File: src/tcc_pkg.sv
// Constants, carriers and helpers for the timer capture/compare control block.
// Assumes a 16-bit byte address on an Avalon-MM slave with 32-bit data.
// How it works
// - Writing one to a channel overflow flag sets it, as a counter wrap does.
// - The primary pin valid edge comes from prescaler bits 5 and 4.
// - Reset clears each capture/compare control register to zero.
// - Control registers update only when byte lane 0 is enabled; writes on other lanes alone are ignored.
// - Control bit 2 makes the second register capture (1) or compare (0).
// - Control bit 0 makes the first register capture (1) or compare (0).
// - Control bit 1 picks the first register trigger: secondary pin or reversed primary pin.
// - Both-edge select with the reversed trigger detects no primary edge.
// - A secondary edge that does not capture raises the first register interrupt.
// - Operation-enable 00 stops and clears the channel; 01, 10, 11 pick the run mode.
// - The overflow flag clears on a zero write or when operation-enable is 00.
package tcc_pkg;

	// Register byte addresses
	localparam logic [15:0] OFS_CTRL_CH1   = 16'hffb8;
	localparam logic [15:0] OFS_CTRL_CH0   = 16'hffbc;
	localparam logic [15:0] OFS_MODE_CH0   = 16'hff00;
	localparam logic [15:0] OFS_MODE_CH1   = 16'hff04;
	localparam logic [15:0] OFS_PRE_CH0    = 16'hff08;
	localparam logic [15:0] OFS_PRE_CH1    = 16'hff0c;
	localparam logic [15:0] OFS_CNT_CH0    = 16'hff10;
	localparam logic [15:0] OFS_CNT_CH1    = 16'hff14;
	localparam logic [15:0] OFS_CC1_CH0    = 16'hff20;
	localparam logic [15:0] OFS_CC2_CH0    = 16'hff24;
	localparam logic [15:0] OFS_CC1_CH1    = 16'hff28;
	localparam logic [15:0] OFS_CC2_CH1    = 16'hff2c;
	localparam logic [15:0] OFS_IRQ_STAT   = 16'hff30;
	localparam logic [15:0] OFS_IRQ_MASK   = 16'hff34;

	// Field positions
	localparam int unsigned MODE_OVF_BIT   = 0;
	localparam int unsigned MODE_OPEN_LSB  = 2;
	localparam int unsigned PRE_ES_PRI_LSB = 4;
	localparam int unsigned PRE_ES_SEC_LSB = 6;

	// Reset values and counter maximum
	localparam logic [2:0]  CTRL_RST       = 3'h0;
	localparam logic [1:0]  OPEN_RST       = 2'h0;
	localparam logic [1:0]  ES_RST         = 2'h0;
	localparam logic [3:0]  IRQ_RST        = 4'h0;
	localparam logic [15:0] CNT_MAX        = 16'hffff;

	// Edge-select codes
	localparam logic [1:0]  ES_FALL        = 2'h0;
	localparam logic [1:0]  ES_RISE        = 2'h1;
	localparam logic [1:0]  ES_BOTH        = 2'h3;

	// Decoded operation-enable field
	typedef enum logic [3:0] {
		TCC_STOP      = 4'h1,
		TCC_FREE      = 4'h2,
		TCC_CLR_PIN   = 4'h4,
		TCC_CLR_MATCH = 4'h8
	} tcc_mode_t;

	// Capture/compare control fields
	typedef struct packed {
		logic second_mode;
		logic trig_sel;
		logic first_mode;
	} tcc_ctrl_t;

	// Channel configuration
	typedef struct packed {
		logic [1:0] op_en;
		logic [1:0] es_pri;
		logic [1:0] es_sec;
		tcc_ctrl_t  ctrl;
	} tcc_cfg_t;

	// Software write strobes into a channel
	typedef struct packed {
		logic        ovf;
		logic        cc1;
		logic        cc2;
		logic [15:0] data;
	} tcc_wr_t;

	// Channel state seen by the bus side
	typedef struct packed {
		logic [15:0] cnt;
		logic [15:0] cc1;
		logic [15:0] cc2;
		logic        ovf;
		logic        evt1;
		logic        evt2;
	} tcc_stat_t;

	// Pin edge pulses
	typedef struct packed {
		logic rise;
		logic fall;
	} tcc_edge_t;

	// Operation-enable to run mode
	function automatic tcc_mode_t tcc_decode_mode(input logic [1:0] op_en);
		case (op_en)
			2'h1: tcc_decode_mode = TCC_FREE;
			2'h2: tcc_decode_mode = TCC_CLR_PIN;
			2'h3: tcc_decode_mode = TCC_CLR_MATCH;
			default: tcc_decode_mode = TCC_STOP;
		endcase
	endfunction

	// Valid edge test, optionally in reverse phase
	function automatic logic tcc_valid_edge(input logic [1:0] es, input tcc_edge_t e,
			input logic rev);
		case (es)
			ES_FALL: tcc_valid_edge = rev ? e.rise : e.fall;
			ES_RISE: tcc_valid_edge = rev ? e.fall : e.rise;
			ES_BOTH: tcc_valid_edge = rev ? 1'b0 : (e.rise | e.fall);
			default: tcc_valid_edge = 1'b0;
		endcase
	endfunction

endpackage

File: src/tcc_edge.sv
// Edge detector for one trigger pin.
// Assumes the pin is synchronous to the system clock.
module tcc_edge
	import tcc_pkg::*;
(
	// Clock and reset
	input  wire logic      clk_sys_i,
	input  wire logic      rst_n_i,
	// Control and pin
	input  wire logic      clr_i,
	input  wire logic      pin_i,
	// Edge pulses
	output tcc_edge_t      edge_o
);
	import tcc_pkg::*;

	typedef struct packed {
		logic      prev;
		logic      armed;
		tcc_edge_t pulse;
	} tcc_edge_state_t;

	tcc_edge_state_t s_r;
	tcc_edge_state_t s_nxt;

	// Pulse on a change; after a clear the first sample only arms
	always_comb begin
		s_nxt            = s_r;
		s_nxt.prev       = pin_i;
		s_nxt.armed      = ~clr_i;
		s_nxt.pulse.rise = s_r.armed & ~clr_i & pin_i & ~s_r.prev;
		s_nxt.pulse.fall = s_r.armed & ~clr_i & ~pin_i & s_r.prev;
	end

	// State register
	always_ff @(posedge clk_sys_i or negedge rst_n_i) begin
		if (!rst_n_i) begin
			s_r <= '0;
		end else begin
			s_r <= s_nxt;
		end
	end

	assign edge_o = s_r.pulse;

endmodule

File: src/tcc_chan.sv
// One timer channel: counter, overflow flag, two capture/compare registers.
// Assumes edge pulses from tcc_edge and write strobes from the bus side.
module tcc_chan
	import tcc_pkg::*;
(
	// Clock and reset
	input  wire logic      clk_sys_i,
	input  wire logic      rst_n_i,
	// Configuration and writes
	input  tcc_cfg_t       cfg_i,
	input  tcc_wr_t        wr_i,
	// Pin edges
	input  tcc_edge_t      pri_i,
	input  tcc_edge_t      sec_i,
	// State
	output tcc_stat_t      stat_o
);
	import tcc_pkg::*;

	tcc_stat_t s_r;
	tcc_stat_t s_nxt;
	tcc_mode_t mode;
	logic      pri_ok;
	logic      pri_rev;
	logic      sec_ok;
	logic      cap1;
	logic      cap2;
	logic      ext1;
	logic      match1;
	logic      match2;
	logic      clr_cnt;

	// Trigger qualification
	always_comb begin
		mode    = tcc_decode_mode(cfg_i.op_en);
		pri_ok  = tcc_valid_edge(cfg_i.es_pri, pri_i, 1'b0);
		pri_rev = tcc_valid_edge(cfg_i.es_pri, pri_i, 1'b1);
		sec_ok  = tcc_valid_edge(cfg_i.es_sec, sec_i, 1'b0);
		cap1    = cfg_i.ctrl.first_mode & (cfg_i.ctrl.trig_sel ? pri_rev : sec_ok);
		cap2    = cfg_i.ctrl.second_mode & pri_ok;
		ext1    = sec_ok & ~(cfg_i.ctrl.first_mode & ~cfg_i.ctrl.trig_sel);
		match1  = ~cfg_i.ctrl.first_mode & (s_r.cnt == s_r.cc1);
		match2  = ~cfg_i.ctrl.second_mode & (s_r.cnt == s_r.cc2);
	end

	// Next channel state
	always_comb begin
		s_nxt      = s_r;
		s_nxt.evt1 = 1'b0;
		s_nxt.evt2 = 1'b0;
		clr_cnt    = 1'b0;
		if (wr_i.cc1) begin
			s_nxt.cc1 = wr_i.data;
		end
		if (wr_i.cc2) begin
			s_nxt.cc2 = wr_i.data;
		end
		if (wr_i.ovf) begin
			s_nxt.ovf = wr_i.data[MODE_OVF_BIT];
		end
		case (mode)
			TCC_STOP: clr_cnt = 1'b1;
			TCC_FREE: clr_cnt = 1'b0;
			TCC_CLR_PIN: clr_cnt = pri_ok;
			// match clear relies on compare mode
			TCC_CLR_MATCH: clr_cnt = match1;
			default: clr_cnt = 1'b1;
		endcase
		if (mode == TCC_STOP) begin
			// stopped channel held clear; the stop seen here is one cycle
			// old, so a write of one that also starts the channel still lands
			s_nxt.cnt = '0;
			s_nxt.ovf = wr_i.ovf & wr_i.data[MODE_OVF_BIT];
		end else begin
			s_nxt.cnt  = clr_cnt ? '0 : s_r.cnt + 16'h1;
			// Wrap sets the flag over any clear
			if (!clr_cnt && s_r.cnt == CNT_MAX) begin
				s_nxt.ovf = 1'b1;
			end
			if (cap1) begin
				s_nxt.cc1 = s_r.cnt;
			end
			if (cap2) begin
				s_nxt.cc2 = s_r.cnt;
			end
			s_nxt.evt1 = cap1 | match1 | ext1;
			s_nxt.evt2 = cap2 | match2;
		end
	end

	// State register
	always_ff @(posedge clk_sys_i or negedge rst_n_i) begin
		if (!rst_n_i) begin
			s_r <= '0;
		end else begin
			s_r <= s_nxt;
		end
	end

	assign stat_o = s_r;

endmodule

File: src/tcc_top.sv
// Timer capture/compare control: two channels behind an Avalon-MM slave.
// Assumes trigger pins synchronous to clk_sys_i; one waitrequest cycle per access.
module tcc_top
	import tcc_pkg::*;
(
	// Clock and reset
	input  wire logic        clk_sys_i,
	input  wire logic        rst_n_i,
	// Avalon-MM slave
	input  wire logic [15:0] avs_address_i,
	input  wire logic        avs_read_i,
	input  wire logic        avs_write_i,
	input  wire logic [31:0] avs_writedata_i,
	input  wire logic [3:0]  avs_byteenable_i,
	output logic [31:0]      avs_readdata_o,
	output logic             avs_waitrequest_o,
	// Trigger pins
	input  wire logic        primary_trigger_pin_ch0_i,
	input  wire logic        secondary_trigger_pin_ch0_i,
	input  wire logic        primary_trigger_pin_ch1_i,
	input  wire logic        secondary_trigger_pin_ch1_i,
	// Interrupts
	output logic             first_reg_irq_ch0_o,
	output logic             first_reg_irq_ch1_o,
	output logic             irq_o
);
	import tcc_pkg::*;

	typedef struct packed {
		tcc_ctrl_t   ctrl0;
		tcc_ctrl_t   ctrl1;
		logic [1:0]  op_en0;
		logic [1:0]  op_en1;
		logic [3:0]  es0;
		logic [3:0]  es1;
		logic [3:0]  irq_st;
		logic [3:0]  irq_mask;
		logic        ack;
		logic [31:0] rdata;
	} tcc_top_state_t;

	tcc_top_state_t s_r;
	tcc_top_state_t s_nxt;
	tcc_cfg_t       cfg0;
	tcc_cfg_t       cfg1;
	tcc_wr_t        wr0;
	tcc_wr_t        wr1;
	tcc_stat_t      st0;
	tcc_stat_t      st1;
	tcc_edge_t      pri0;
	tcc_edge_t      sec0;
	tcc_edge_t      pri1;
	tcc_edge_t      sec1;
	logic           req;
	logic           wr_go;
	logic           lo_be;
	logic [3:0]     evts;

	// Merge written byte lanes into a 16-bit value
	function automatic logic [15:0] tcc_merge16(input logic [15:0] cur,
			input logic [31:0] wd, input logic [3:0] be);
		tcc_merge16 = {be[1] ? wd[15:8] : cur[15:8], be[0] ? wd[7:0] : cur[7:0]};
	endfunction

	// Register read multiplexer
	function automatic logic [31:0] tcc_read(input tcc_top_state_t s,
			input logic [15:0] a, input tcc_stat_t c0, input tcc_stat_t c1);
		tcc_read = 32'h0;
		case (a)
			OFS_CTRL_CH0: tcc_read = {29'h0, s.ctrl0};
			OFS_CTRL_CH1: tcc_read = {29'h0, s.ctrl1};
			OFS_MODE_CH0: tcc_read = {28'h0, s.op_en0, 1'b0, c0.ovf};
			OFS_MODE_CH1: tcc_read = {28'h0, s.op_en1, 1'b0, c1.ovf};
			OFS_PRE_CH0: tcc_read = {24'h0, s.es0, 4'h0};
			OFS_PRE_CH1: tcc_read = {24'h0, s.es1, 4'h0};
			OFS_CNT_CH0: tcc_read = {16'h0, c0.cnt};
			OFS_CNT_CH1: tcc_read = {16'h0, c1.cnt};
			OFS_CC1_CH0: tcc_read = {16'h0, c0.cc1};
			OFS_CC2_CH0: tcc_read = {16'h0, c0.cc2};
			OFS_CC1_CH1: tcc_read = {16'h0, c1.cc1};
			OFS_CC2_CH1: tcc_read = {16'h0, c1.cc2};
			OFS_IRQ_STAT: tcc_read = {28'h0, s.irq_st};
			OFS_IRQ_MASK: tcc_read = {28'h0, s.irq_mask};
			default: tcc_read = 32'h0;
		endcase
	endfunction

	// Bus handshake: one wait cycle, then the transfer edge
	always_comb begin
		req               = avs_read_i | avs_write_i;
		avs_waitrequest_o = req & ~s_r.ack;
		wr_go             = avs_write_i & s_r.ack;
		lo_be             = wr_go & avs_byteenable_i[0];
	end

	// Channel configuration from registers
	always_comb begin
		cfg0.op_en  = s_r.op_en0;
		cfg0.es_pri = s_r.es0[1:0];
		cfg0.es_sec = s_r.es0[3:2];
		cfg0.ctrl   = s_r.ctrl0;
		cfg1.op_en  = s_r.op_en1;
		cfg1.es_pri = s_r.es1[1:0];
		cfg1.es_sec = s_r.es1[3:2];
		cfg1.ctrl   = s_r.ctrl1;
	end

	// Channel write strobes
	always_comb begin
		wr0.ovf  = lo_be & (avs_address_i == OFS_MODE_CH0);
		wr0.cc1  = wr_go & (avs_address_i == OFS_CC1_CH0);
		wr0.cc2  = wr_go & (avs_address_i == OFS_CC2_CH0);
		wr0.data = wr0.ovf ? avs_writedata_i[15:0] :
			tcc_merge16(wr0.cc1 ? st0.cc1 : st0.cc2, avs_writedata_i, avs_byteenable_i);
		wr1.ovf  = lo_be & (avs_address_i == OFS_MODE_CH1);
		wr1.cc1  = wr_go & (avs_address_i == OFS_CC1_CH1);
		wr1.cc2  = wr_go & (avs_address_i == OFS_CC2_CH1);
		wr1.data = wr1.ovf ? avs_writedata_i[15:0] :
			tcc_merge16(wr1.cc1 ? st1.cc1 : st1.cc2, avs_writedata_i, avs_byteenable_i);
	end

	// Next register state
	always_comb begin
		s_nxt     = s_r;
		s_nxt.ack = req & ~s_r.ack;
		evts      = {st1.evt2, st1.evt1, st0.evt2, st0.evt1};
		if (avs_read_i && !s_r.ack) begin
			s_nxt.rdata = tcc_read(s_r, avs_address_i, st0, st1);
		end
		if (lo_be) begin
			case (avs_address_i)
				OFS_CTRL_CH0: s_nxt.ctrl0 = avs_writedata_i[2:0];
				OFS_CTRL_CH1: s_nxt.ctrl1 = avs_writedata_i[2:0];
				OFS_MODE_CH0: s_nxt.op_en0 = avs_writedata_i[MODE_OPEN_LSB +: 2];
				OFS_MODE_CH1: s_nxt.op_en1 = avs_writedata_i[MODE_OPEN_LSB +: 2];
				OFS_PRE_CH0: s_nxt.es0 = avs_writedata_i[PRE_ES_PRI_LSB +: 4];
				OFS_PRE_CH1: s_nxt.es1 = avs_writedata_i[PRE_ES_PRI_LSB +: 4];
				OFS_IRQ_STAT: s_nxt.irq_st = s_r.irq_st & ~avs_writedata_i[3:0];
				OFS_IRQ_MASK: s_nxt.irq_mask = avs_writedata_i[3:0];
				default: s_nxt.irq_mask = s_r.irq_mask;
			endcase
		end
		// Events set status over a same-cycle clear
		s_nxt.irq_st = s_nxt.irq_st | evts;
	end

	// State register
	always_ff @(posedge clk_sys_i or negedge rst_n_i) begin
		if (!rst_n_i) begin
			s_r.ctrl0    <= CTRL_RST;
			s_r.ctrl1    <= CTRL_RST;
			s_r.op_en0   <= OPEN_RST;
			s_r.op_en1   <= OPEN_RST;
			s_r.es0      <= {ES_RST, ES_RST};
			s_r.es1      <= {ES_RST, ES_RST};
			s_r.irq_st   <= IRQ_RST;
			s_r.irq_mask <= IRQ_RST;
			s_r.ack      <= 1'b0;
			s_r.rdata    <= 32'h0;
		end else begin
			s_r <= s_nxt;
		end
	end

	// Pin edge detectors, cleared while the channel is stopped
	tcc_edge u_pri0 (
		.clk_sys_i (clk_sys_i),
		.rst_n_i   (rst_n_i),
		.clr_i     (s_r.op_en0 == OPEN_RST),
		.pin_i     (primary_trigger_pin_ch0_i),
		.edge_o    (pri0)
	);
	tcc_edge u_sec0 (
		.clk_sys_i (clk_sys_i),
		.rst_n_i   (rst_n_i),
		.clr_i     (s_r.op_en0 == OPEN_RST),
		.pin_i     (secondary_trigger_pin_ch0_i),
		.edge_o    (sec0)
	);
	tcc_edge u_pri1 (
		.clk_sys_i (clk_sys_i),
		.rst_n_i   (rst_n_i),
		.clr_i     (s_r.op_en1 == OPEN_RST),
		.pin_i     (primary_trigger_pin_ch1_i),
		.edge_o    (pri1)
	);
	tcc_edge u_sec1 (
		.clk_sys_i (clk_sys_i),
		.rst_n_i   (rst_n_i),
		.clr_i     (s_r.op_en1 == OPEN_RST),
		.pin_i     (secondary_trigger_pin_ch1_i),
		.edge_o    (sec1)
	);

	// Channels
	tcc_chan u_ch0 (
		.clk_sys_i (clk_sys_i),
		.rst_n_i   (rst_n_i),
		.cfg_i     (cfg0),
		.wr_i      (wr0),
		.pri_i     (pri0),
		.sec_i     (sec0),
		.stat_o    (st0)
	);
	tcc_chan u_ch1 (
		.clk_sys_i (clk_sys_i),
		.rst_n_i   (rst_n_i),
		.cfg_i     (cfg1),
		.wr_i      (wr1),
		.pri_i     (pri1),
		.sec_i     (sec1),
		.stat_o    (st1)
	);

	// Outputs
	assign avs_readdata_o      = s_r.rdata;
	assign first_reg_irq_ch0_o = st0.evt1;
	assign first_reg_irq_ch1_o = st1.evt1;
	assign irq_o               = |(s_r.irq_st & s_r.irq_mask);

endmodule

File: config.mk
export PLATFORM = sky130hd
export DESIGN_NAME = tcc_top
export DESIGN_NICKNAME = d
export VERILOG_FILES = /design/src/tcc_pkg.sv /design/src/tcc_edge.sv /design/src/tcc_chan.sv /design/src/tcc_top.sv
export SDC_FILE = /design/constraint.sdc
export NUM_CORES = 1
export LEC_CHECK = 0
export BUFFER_PORTS_ARGS = -buffer_cell sky130_fd_sc_hd__buf_2
export CORE_AREA = 2 2 104 181
export DETAILED_ROUTE_END_ITERATION = 10
export DIE_AREA = 0 0 106 183
export PLACE_DENSITY = 0.72
export SYNTH_ARGS = -nofsm -noshare
export SYNTH_HDL_FRONTEND = slang
export SYNTH_SLANG_ARGS = --single-unit
File: constraint.sdc
create_clock -name clk_sys_i -period 2.7 [get_ports clk_sys_i]
set_input_delay 0.135 -clock clk_sys_i [delete_from_list [all_inputs] [get_ports clk_sys_i]]
set_output_delay 0.135 -clock clk_sys_i [all_outputs]
set_load 0.01 [all_outputs]
==> flow_metrics.py, run 1 <==
metrics = {
    "global_route": {
        "grt_pass1_vias": 8621,
        "gr-total-overflow": 0,
        "grt_use_total_pct": 34.59,
        "antenna_found_initial": 0,
        "grt_start_max_net_pins": 75,
        "grt_pass1_wl_mm": 50.03,
    },
    "worst_setup_path": {
        "endpoint_kind": "register",
        "crit_arrival_ns": 2.66,
        "reg2reg_depth": 6,
        "path_class": "reg -> reg",
        "r2r_setup_slack_ns": 0.36,
        "critPathLaunchType": "register",
        "r2r_start": "u_ch0.stat_o[48]",
        "cp_max_fo": 17,
        "cp.required_ns": 3.01,
        "rr_endpoint": "u_ch0.stat_o[2]",
    },
    "run": {
        "drv_cap": 0,
    },
    "synthesis": {
        "netlist_instances": 1032,
        "yosysSeqAreaShare_pct": 41.22,
        "avgSynthCellArea_um2": 9.354,
        "syn-cell-area_mm2": 0.009653,
        "synth_edf_count": 0,
        "ys_ff_latch": 159,
        "synth_cell_type_count": 72,
        "async_flop_share_pct": 100.0,
        "yosys_warnings": 0,
        "synth_top_flop_cell": "dfrtp_1",
    },
    "cells_and_area": {
        "diodes": 0,
        "layout-drive-gt1-share_pct": 18.83,
        "fin_nets": 1159,
        "area_growth_pct": 14.02,
        "num-fill-cells": 1589,
        "final_util_pct": 61.24,
    },
    "floorplan": {
        "rows": 65,
        "io-pin-count": 96,
        "core_mm2": 0.01797,
        "start_util_pct": 53.71,
        "die_w_um": 106,
        "die_height_um": 183,
        "die_area_mm2": 0.01940,
    },
    "worst_hold_path": {
        "whs_path_depth": 3,
        "worst_hold_path_type": "in -> reg",
        "hp-start": "avs_write_i",
        "min_to": "s_r[32]",
    },
    "sta": {
        "worst_pin_slew_ns": 1.183,
        "final-setup-viol-count": 0,
        "fin_skew_ns": 0.01046,
        "max_slew_margin_pct": 21.11,
        "finalCriticalPeriod_ns": 2.342,
        "fin_crit_sh_pct": 86.75,
        "slew_viol_final": 0,
        "fmaxAchievable_ghz": 0.4269,
        "rsz0062_at_grt": "no",
        "hold_viol_final": 0,
        "fin_setup_tns_ns": 0,
    },
    "placed_design": {
        "hpwl_mm": 24.95,
        "place.gp.congestion": 1.013,
        "port_buffers": 61,
    },
    "drt": {
        "remaining_drc_errors": 0,
        "num_vias": 8678,
        "wl_per_cell_um": 24.23,
        "vias_per_cell": 6.457,
        "first_pass_iters": 5,
        "drt_iter0_drc": 850,
        "drt.antenna.violating_nets": 0,
        "wirelength_mm": 32.56,
    },
    "status": {
        "status": "finished, final reports clean",
    },
    "clock_network": {
        "clk_latency_ns": 0.45,
        "clkTransAtPathRegs_ns": 0.06,
        "cts_tree": "built",
        "ctsRootBufferMaster": "clkbuf_16",
        "cts.path.max_buffers": 2,
        "cts_num_sinks": 159,
        "post_cts_buffers": 0,
        "htreeDepth": 4,
        "cts_buffers": 17,
    },
    "pwr": {
        "ir_drop_v": 0.0005761,
        "p_seq_share_pct": 46.3,
        "power.density_mw_per_mm2": 469.3,
        "pwr-share-clk_pct": 48.3,
        "power_switching_uw": 1202,
        "p_int_uw": 3963,
        "switching_share_pct": 23.28,
        "power_frac_comb_pct": 5.4,
        "leakagePower_uw": 0.004796,
    },
}
-- cells in the final DEF, fill, tap and decap left out, drive strengths merged, types with 17 or more instances in the layout --
cell    count
xnor2      30
nor2       93
dfrtp     159
mux2i      41
nand4      20
a31oi      28
clkbuf     21
mux2       23
buf       135
xor2       66
a211oi     18
nor4       17
nor3       38
a22oi      51
a21oi      44
nand2      74
nand3      40
-- worst max-delay path, stage by stage, from the launching register on --
cell	delay, ns
dfrtp_1	0.50
xor2_1	0.27
nor4_1	0.31
nand4_1	0.23
nor3_1	0.30
a31o_2	0.46
o31ai_1	0.14
-- logic make-up after synthesis --
group                      after synthesis  synth area share [%]
other                                    1               0.03885
AOI/OAI and AO/OA                      227                 16.64
xor gates and xnor gates                96                 8.710
adders and majority gates                2                0.2592
and+or+nand+nor                        367                 19.97
buffers and inverters                  115                 5.988
muxes                                   65                 7.168
DFF                                    159                 41.22
-- timing repair --
action	in CTS	in global routing
gates resized for setup	0	0
hold buffers	6	0
endpoints found under the hold margin	85	0
-- sequential cells by signal, indices dropped and copies added, names as in the netlist --
signal / cells
avs_readdata_o: 16
cfg0: 9
cfg1: 9
s_r: 9
u_ch0.stat_o: 51
u_ch1.stat_o: 51
u_pri0.edge_o: 2
u_pri0.s_r: 1
u_pri1.edge_o: 2
u_pri1.s_r: 1
u_sec0.edge_o: 2
u_sec0.s_r: 2
u_sec1.edge_o: 2
u_sec1.s_r: 2
-- layer usage --
layer | up-vias | part of all wire (%) | routed length, µm | global-route usage [%]
li1 | 3862 | - | - | -
met1 | 4215 | 36 | 11700 | 39.69
met2 | 463 | 50 | 16160 | 58.55
met3 | 138 | 6.5 | 2114 | 5.153
met4 | 0 | 7.9 | 2579 | 24.63
met5 | - | 0 | 0 | 0
-- worst max path at each step --
stage,startpoint,end,slack [ns],depth (start not counted)
after floorplan,avs_address_i[5],u_ch1.stat_o[34],0.65,9
after global placement,avs_address_i[4],u_ch1.stat_o[31],0.31,7
after detailed placement,avs_address_i[4],u_ch1.stat_o[28],0.26,7
after CTS,u_ch0.stat_o[48],u_ch0.stat_o[2],0.37,6
after global routing,u_ch0.stat_o[48],u_ch0.stat_o[2],0.22,6
final,u_ch0.stat_o[48],u_ch0.stat_o[2],0.36,6
-- power by group through the flow --
stage	combinational, µW	clock [µW]	sequential [µW]
2_1_floorplan	119	0	2440
3_3_place_gp	263	0	2430
3_5_place_dp	265	0	2430
4_1_cts	272	2510	2390
5_1_grt	296	2620	2390
6_report	278	2500	2390
-- synth_stat cells, types with 18 or more instances --
| library cell | count | area, µm² |
|---|---|---|
| a211oi_1 | 18 | 135.1 |
| a21oi_1 | 44 | 220.2 |
| a22oi_1 | 51 | 382.9 |
| a31oi_1 | 28 | 175.2 |
| buf_4 | 34 | 255.2 |
| clkbuf_1 | 59 | 221.5 |
| dfrtp_1 | 159 | 3979 |
| mux2_2 | 23 | 259.0 |
| mux2i_1 | 41 | 410.4 |
| nand2_1 | 74 | 277.8 |
| nand3_1 | 40 | 200.2 |
| nand4_1 | 20 | 125.1 |
| nor2_1 | 91 | 341.6 |
| nor3_1 | 35 | 175.2 |
| xnor2_1 | 30 | 262.8 |
| xor2_1 | 66 | 578.1 |
-- through the flow --
step           area [µm²]  hold WS, ns  cells  total power (µW)  setup slack, ns
2_1_floorplan        9709      -0.1606   1047              2555           0.6517
3_3_place_gp        10350       0.2162   1306              2697           0.3099
3_5_place_dp        10350       0.2178   1306              2699           0.2606
4_1_cts             11010      0.02112   1344              5175           0.3722
5_1_grt             11010      0.05997   1344              5303           0.2171
6_report            11010      0.03362   1344              5166           0.3577
-- layout make-up --
type,count,area [µm²],area share (%)
clock buffer,21,460.4,4.183
timing repair buffer,141,952.2,8.651
inverter,5,18.77,0.1705
tap,234,292.8,2.660
multi-input combinational,773,5166,46.94
sequential,159,3979,36.15
clock inverter,11,137.6,1.250
(Power assumes the default switching activity.)
==> run 2, diff against run 1 <==
--- a/config.mk
+++ b/config.mk
@@ -9,7 +9,7 @@
 export CORE_AREA = 2 2 104 181
 export DETAILED_ROUTE_END_ITERATION = 10
 export DIE_AREA = 0 0 106 183
-export PLACE_DENSITY = 0.72
+export PLACE_DENSITY_LB_ADDON = 0.25
 export SYNTH_ARGS = -nofsm -noshare
 export SYNTH_HDL_FRONTEND = slang
 export SYNTH_SLANG_ARGS = --single-unit
==> run 2 against run 1 <==
Worst hold slack worse by 0.0035 ns. Register-to-register slack lost 0.05 ns. Utilization is 0.13 points lower. Global-route usage fell by 1.0 points. Clock power grew 8.0%. Clock-buffer cell count fell by 1. Die area stayed put. Via count shrank 1.1%. Critical path depth did not move. Clock skew about the same. Power rose by 3.8%. Combinational power is 5% lower. Critical path type unchanged. Critical endpoint unchanged.
==> flow_metrics.py, run 2 (same netlist as run 1, synthesis figures left out) <==
metrics = {
    "clock_network": {
        "ctsRootBufferMaster": "clkbuf_16",
        "cts.path.max_buffers": 2,
        "clkTransAtPathRegs_ns": 0.06,
        "post_cts_buffers": 0,
        "clk_latency_ns": 0.44,
        "cts_tree": "built",
        "cts_buffers": 17,
        "cts_num_sinks": 159,
        "ctsResizeCount": 0,
        "htreeDepth": 4,
    },
    "worst_setup_path": {
        "crit_arrival_ns": 2.70,
        "critPathLaunchType": "register",
        "max_stage_delay_ns": 0.49,
        "crit_chain": "xor2_1 -> nor3_1 -> nand4_1 -> nor3_1 -> a31o_2 -> o31ai_1",
        "cp.buffers_inverters": 0,
        "path_class": "reg -> reg",
        "critPathSlowestCell": "dfrtp_1",
        "endpoint_kind": "register",
        "critPathMostFrequentCell": "nor3_1",
        "cp.required_ns": 3.00,
        "path_delay_family": "simple AND/OR/NAND/NOR gates",
        "cp_max_fo": 17,
    },
    "global_route": {
        "gr-usage-met3_pct": 6.290,
        "use_met2_pct": 55.25,
        "grt_pass1_vias": 8541,
        "grtUsageMet1_pct": 38.17,
        "antenna_found_initial": 0,
        "gr-total-overflow": 0,
        "grt_use_total_pct": 33.56,
        "grt_pass1_wl_mm": 48.78,
        "grt_start_max_net_pins": 68,
        "grt_busiest_layer": "met2",
    },
    "drt": {
        "wirelength_mm": 31.67,
        "wl_per_cell_um": 23.74,
        "remaining_drc_errors": 0,
        "drt.antenna.violating_nets": 0,
        "drt_iter0_drc": 821,
        "vias_per_cell": 6.433,
        "first_pass_iters": 7,
        "num_vias": 8581,
    },
    "sta": {
        "final-setup-viol-count": 0,
        "whs_ns": 0.03015,
        "fin_crit_sh_pct": 88.73,
        "rsz0062_at_grt": "no",
        "hold_viol_final": 0,
        "fin_ws_ns": 0.3044,
        "finalCriticalPeriod_ns": 2.396,
        "max_slew_margin_pct": 21.70,
        "fmaxAchievable_ghz": 0.4174,
        "fin_skew_ns": 0.01064,
        "worst_pin_slew_ns": 1.175,
        "slew_viol_final": 0,
        "fin_setup_tns_ns": 0,
    },
    "cells_and_area": {
        "fin_nets": 1149,
        "final_common_cell": "dfrtp_1",
        "final_util_pct": 61.11,
        "layout-drive-gt1-share_pct": 18.18,
        "final_cell_mix": "159 x dfrtp_1, 91 x nor2_1, 74 x nand2_1, 66 x xor2_1, 63 x buf_4",
        "num-fill-cells": 1560,
        "diodes": 0,
        "area_growth_pct": 13.78,
    },
    "floorplan": {
        "die_w_um": 106,
        "start_util_pct": 53.71,
        "core_mm2": 0.01797,
        "io-pin-count": 96,
        "rows": 65,
        "die_height_um": 183,
        "die_area_mm2": 0.01940,
    },
    "placed_design": {
        "pre_cts_ws_ns": 0.2388,
        "hpwl_mm": 24.31,
        "port_buffers": 61,
        "place.gp.congestion": 1.020,
    },
    "worst_hold_path": {
        "worst_hold_path_type": "in -> reg",
    },
    "status": {
        "status": "finished, final reports clean",
    },
    "run": {
        "drv_cap": 0,
    },
    "pwr": {
        "ir_drop_v": 0.0005918,
        "p_total_uw": 5361,
        "power.density_mw_per_mm2": 488.1,
        "leakagePower_uw": 0.004755,
    },
}
==> run 2: worst register-to-register path: cells and delay by family (launching register included) <==
kind             cells  cell delay (ns)
AND/OR/NAND/NOR      3             0.98
AO/OA/AOI/OAI        2             0.59
flip-flops           1             0.49
XOR/XNOR             1             0.21
==> run 2: area by class of cell <==
cell class | count | area, µm² | area share [%]
multi-input combinational | 773 | 5166 | 47.04
clock buffer | 20 | 456.7 | 4.158
timing repair buffer | 131 | 864.6 | 7.872
inverter | 5 | 18.77 | 0.1709
sequential | 159 | 3979 | 36.23
tap | 234 | 292.8 | 2.666
clock inverter | 12 | 205.2 | 1.868
==> run 2: repair_timing <==
item | CTS | global route
endpoints found under the setup margin | 0 | 0
hold buffers | 6 | 0
hold endpoints to repair | 78 | 0
==> run 2: metal layers <==
layer | wire length [µm] | vias up
met1 | 11290 | 4179
li1 | - | 3839
met5 | 0 | -
met3 | 2010 | 128
met2 | 15730 | 435
met4 | 2644 | 0
==> run 2: power breakdown <==
| part | internal (µW) | switching (µW) |
|---|---|---|
| Clock | 1700 | 1010 |
| Combinational | 74.0 | 191 |
| Sequential | 2390 | 5.32 |
| Total | 4160 | 1200 |
==> run 2: worst paths after layout <==
kind / startpoint / endpoint / slack [ns] / cells after the start
setup reg to reg: u_ch0.stat_o[47] / u_ch0.stat_o[2] / 0.30 / 6
min in group asynchronous: rst_n_i / avs_readdata_o[7] / 0.27 / 2
max in group asynchronous: rst_n_i / u_ch0.stat_o[16] / 1.63 / 3
setup / recovery: u_ch0.stat_o[47] / u_ch0.stat_o[2] / 0.30 / 6
hold / removal: avs_write_i / s_r[32] / 0.03 / 3
hold reg to reg: u_ch1.stat_o[0] / s_r[40] / 0.42 / 1
==> run 2: through the flow <==
step	cell area, µm²	std cells
CTS	10980	1334
global placement	10260	1296
floorplan	9709	1047
detailed placement	10260	1296
global route	10980	1334
finish	10980	1334
==> run 3, diff against run 2 <==
--- a/config.mk
+++ b/config.mk
@@ -6,9 +6,9 @@
 export NUM_CORES = 1
 export LEC_CHECK = 0
 export BUFFER_PORTS_ARGS = -buffer_cell sky130_fd_sc_hd__buf_2
-export CORE_AREA = 2 2 104 181
+export CORE_AREA = 2 2 218 156
 export DETAILED_ROUTE_END_ITERATION = 10
-export DIE_AREA = 0 0 106 183
+export DIE_AREA = 0 0 220 158
 export PLACE_DENSITY_LB_ADDON = 0.25
 export SYNTH_ARGS = -nofsm -noshare
 export SYNTH_HDL_FRONTEND = slang
==> run 3 against run 2 <==
Power rose by 5.9%. Clock skew rose by 0.00057 ns. Clock-buffer cell count did not move. Sequential cell count did not move. Wire length rose by 16%. First-iteration DRC count rose by 10%. Worst setup slack improved by 0.0058 ns. Non-clock buffer count rose by 19. Via count rose by 0.23%. Combinational power rose by 13%. Sequential share of layout area fell by 1.4 points. Maximum frequency rose by 0.24%. Largest cell class unchanged. Largest power group unchanged.
==> flow_metrics.py, run 3 (same netlist as run 1, synthesis figures left out) <==
metrics = {
    "pwr": {
        "switching_share_pct": 22.93,
        "leakagePower_uw": 0.004890,
        "p_seq_share_pct": 42.1,
        "p_int_uw": 4376,
        "pwr-share-clk_pct": 52.7,
        "power_frac_comb_pct": 5.3,
        "ir_drop_v": 0.0003126,
        "power.density_mw_per_mm2": 496.6,
        "power_switching_uw": 1302,
    },
    "cells_and_area": {
        "layout-drive-gt1-share_pct": 19.66,
        "final_common_cell": "dfrtp_1",
        "area_growth_pct": 18.46,
        "final_cell_mix": "159 x dfrtp_1, 91 x nor2_1, 82 x buf_4, 74 x nand2_1, 66 x xor2_1",
        "fin_nets": 1168,
        "diodes": 0,
        "stdcell_area_mm2": 0.01143,
    },
    "sta": {
        "slew_viol_final": 0,
        "max_slew_margin_pct": 19.99,
        "final-setup-viol-count": 0,
        "worst_pin_slew_ns": 1.200,
        "fin_ws_ns": 0.3102,
        "finalCriticalPeriod_ns": 2.390,
        "fin_skew_ns": 0.01122,
        "fin_crit_sh_pct": 88.51,
        "whs_ns": 0.03881,
        "hold_viol_final": 0,
        "fmaxAchievable_ghz": 0.4184,
        "fin_setup_tns_ns": 0,
        "rsz0062_at_grt": "no",
    },
    "worst_setup_path": {
        "crit_arrival_ns": 2.70,
        "cp.required_ns": 3.01,
        "critPathLaunchType": "register",
        "endpoint_kind": "register",
        "cp_max_fo": 9,
        "critPathSlowestCell": "a21oi_1",
        "max_stage_delay_ns": 0.62,
        "path_class": "reg -> reg",
        "crit_chain": "nand3_1 -> nor4_4 -> buf_4 -> a21oi_1 -> and3_1 -> a31oi_1",
    },
    "run": {
        "drv_cap": 0,
    },
    "placed_design": {
        "place_area_mm2": 0.01066,
        "hpwl_mm": 27.89,
        "pre_cts_ws_ns": 0.2101,
        "place.gp.congestion": 0.9454,
        "port_buffers": 61,
    },
    "global_route": {
        "gr-total-overflow": 0,
        "grt_pass1_vias": 8190,
        "grt_pass1_wl_mm": 54.20,
        "grt_start_max_net_pins": 60,
        "antenna_found_initial": 0,
        "grt_use_total_pct": 21.56,
    },
    "clock_network": {
        "cts_num_sinks": 159,
        "ctsRootBufferMaster": "clkbuf_16",
        "htreeDepth": 4,
        "clk_latency_ns": 0.45,
        "cts.path.max_buffers": 2,
        "cts_tree": "built",
        "cts_buffers": 17,
        "clkTransAtPathRegs_ns": 0.07,
    },
    "drt": {
        "drt.antenna.violating_nets": 0,
        "remaining_drc_errors": 0,
        "drt_iter0_drc": 905,
        "wl_per_cell_um": 23.60,
        "first_pass_iters": 7,
        "vias_per_cell": 5.535,
        "wirelength_mm": 36.67,
        "num_vias": 8601,
    },
    "floorplan": {
        "io-pin-count": 96,
        "core_mm2": 0.03279,
        "die_height_um": 158,
        "rows": 56,
        "start_util_pct": 29.44,
        "die_area_mm2": 0.03476,
        "die_w_um": 220,
    },
    "worst_hold_path": {
        "worst_hold_path_type": "in -> reg",
    },
    "status": {
        "status": "finished, final reports clean",
    },
}
run 3: cell types whose count changed in the layout (fill, tap and decap cells not counted), sizes merged:
cell,delta
clkinvlp,-2
buf,+19
bufinv,+2
run 3: critical path: cells and delay by family (launching register included):
| family | cells | cell delay (ns) |
|---|---|---|
| buf+inv | 1 | 0.18 |
| simple gates | 3 | 0.93 |
| compound gates | 2 | 0.76 |
| flops | 1 | 0.38 |
run 3: power groups by stage:
stage	registers (µW)	clock network, µW	logic [µW]
global placement	2430	0	288
CTS	2390	3050	296
finish	2390	2990	299
detailed placement	2430	0	288
floorplan	2440	0	119
global route	2390	3140	320
run 3: timing repair:
item / CTS / global route
hold buffers: 6 / 0
buffers inserted: 0 / 0
endpoints found under the hold margin: 58 / 0
resized for setup: 0 / 0
run 3: path summary, 6_finish.rpt:
check                                    from               end  slack (ns)  depth (start not counted)
worst max-delay path                  s_r[32]  u_ch0.stat_o[17]        0.31                          6
worst min-delay path              avs_write_i           s_r[32]        0.04                          3
worst max register to register        s_r[32]  u_ch0.stat_o[17]        0.31                          6
worst min register to register  u_sec0.s_r[3]  u_sec0.edge_o[1]        0.42                          1
max in group asynchronous             rst_n_i  u_ch1.stat_o[31]        1.64                          3
min in group asynchronous             rst_n_i  u_ch0.stat_o[20]        0.21                          2
run 3: layout make-up:
class                   instances  area [µm²]
inverters                       5       18.77
multi-input cells             773        5166
fillers                      3402       21360
well taps                     435       544.3
clock inverters                12       252.7
repair buffers                150        1007
clock buffers                  20       466.7
flip-flops and latches        159        3979
run 3: per-layer routing:
layer	up-vias	GRT usage [%]	share of wire, %
met5	-	0	0
met4	0	7.383	2.3
met3	49	6.705	9.6
met2	384	29.04	40
met1	4295	31.92	48
li1	3873	-	-
run 3: per-stage QoR:
stage / util, % / std cells / power (µW)
2_1_floorplan: - / 1047 / 2555
3_3_place_gp: 32.49 / 1516 / 2722
3_5_place_dp: 32.49 / 1516 / 2722
4_1_cts: 34.87 / 1554 / 5730
5_1_grt: 34.87 / 1554 / 5851
6_report: 34.87 / 1554 / 5679
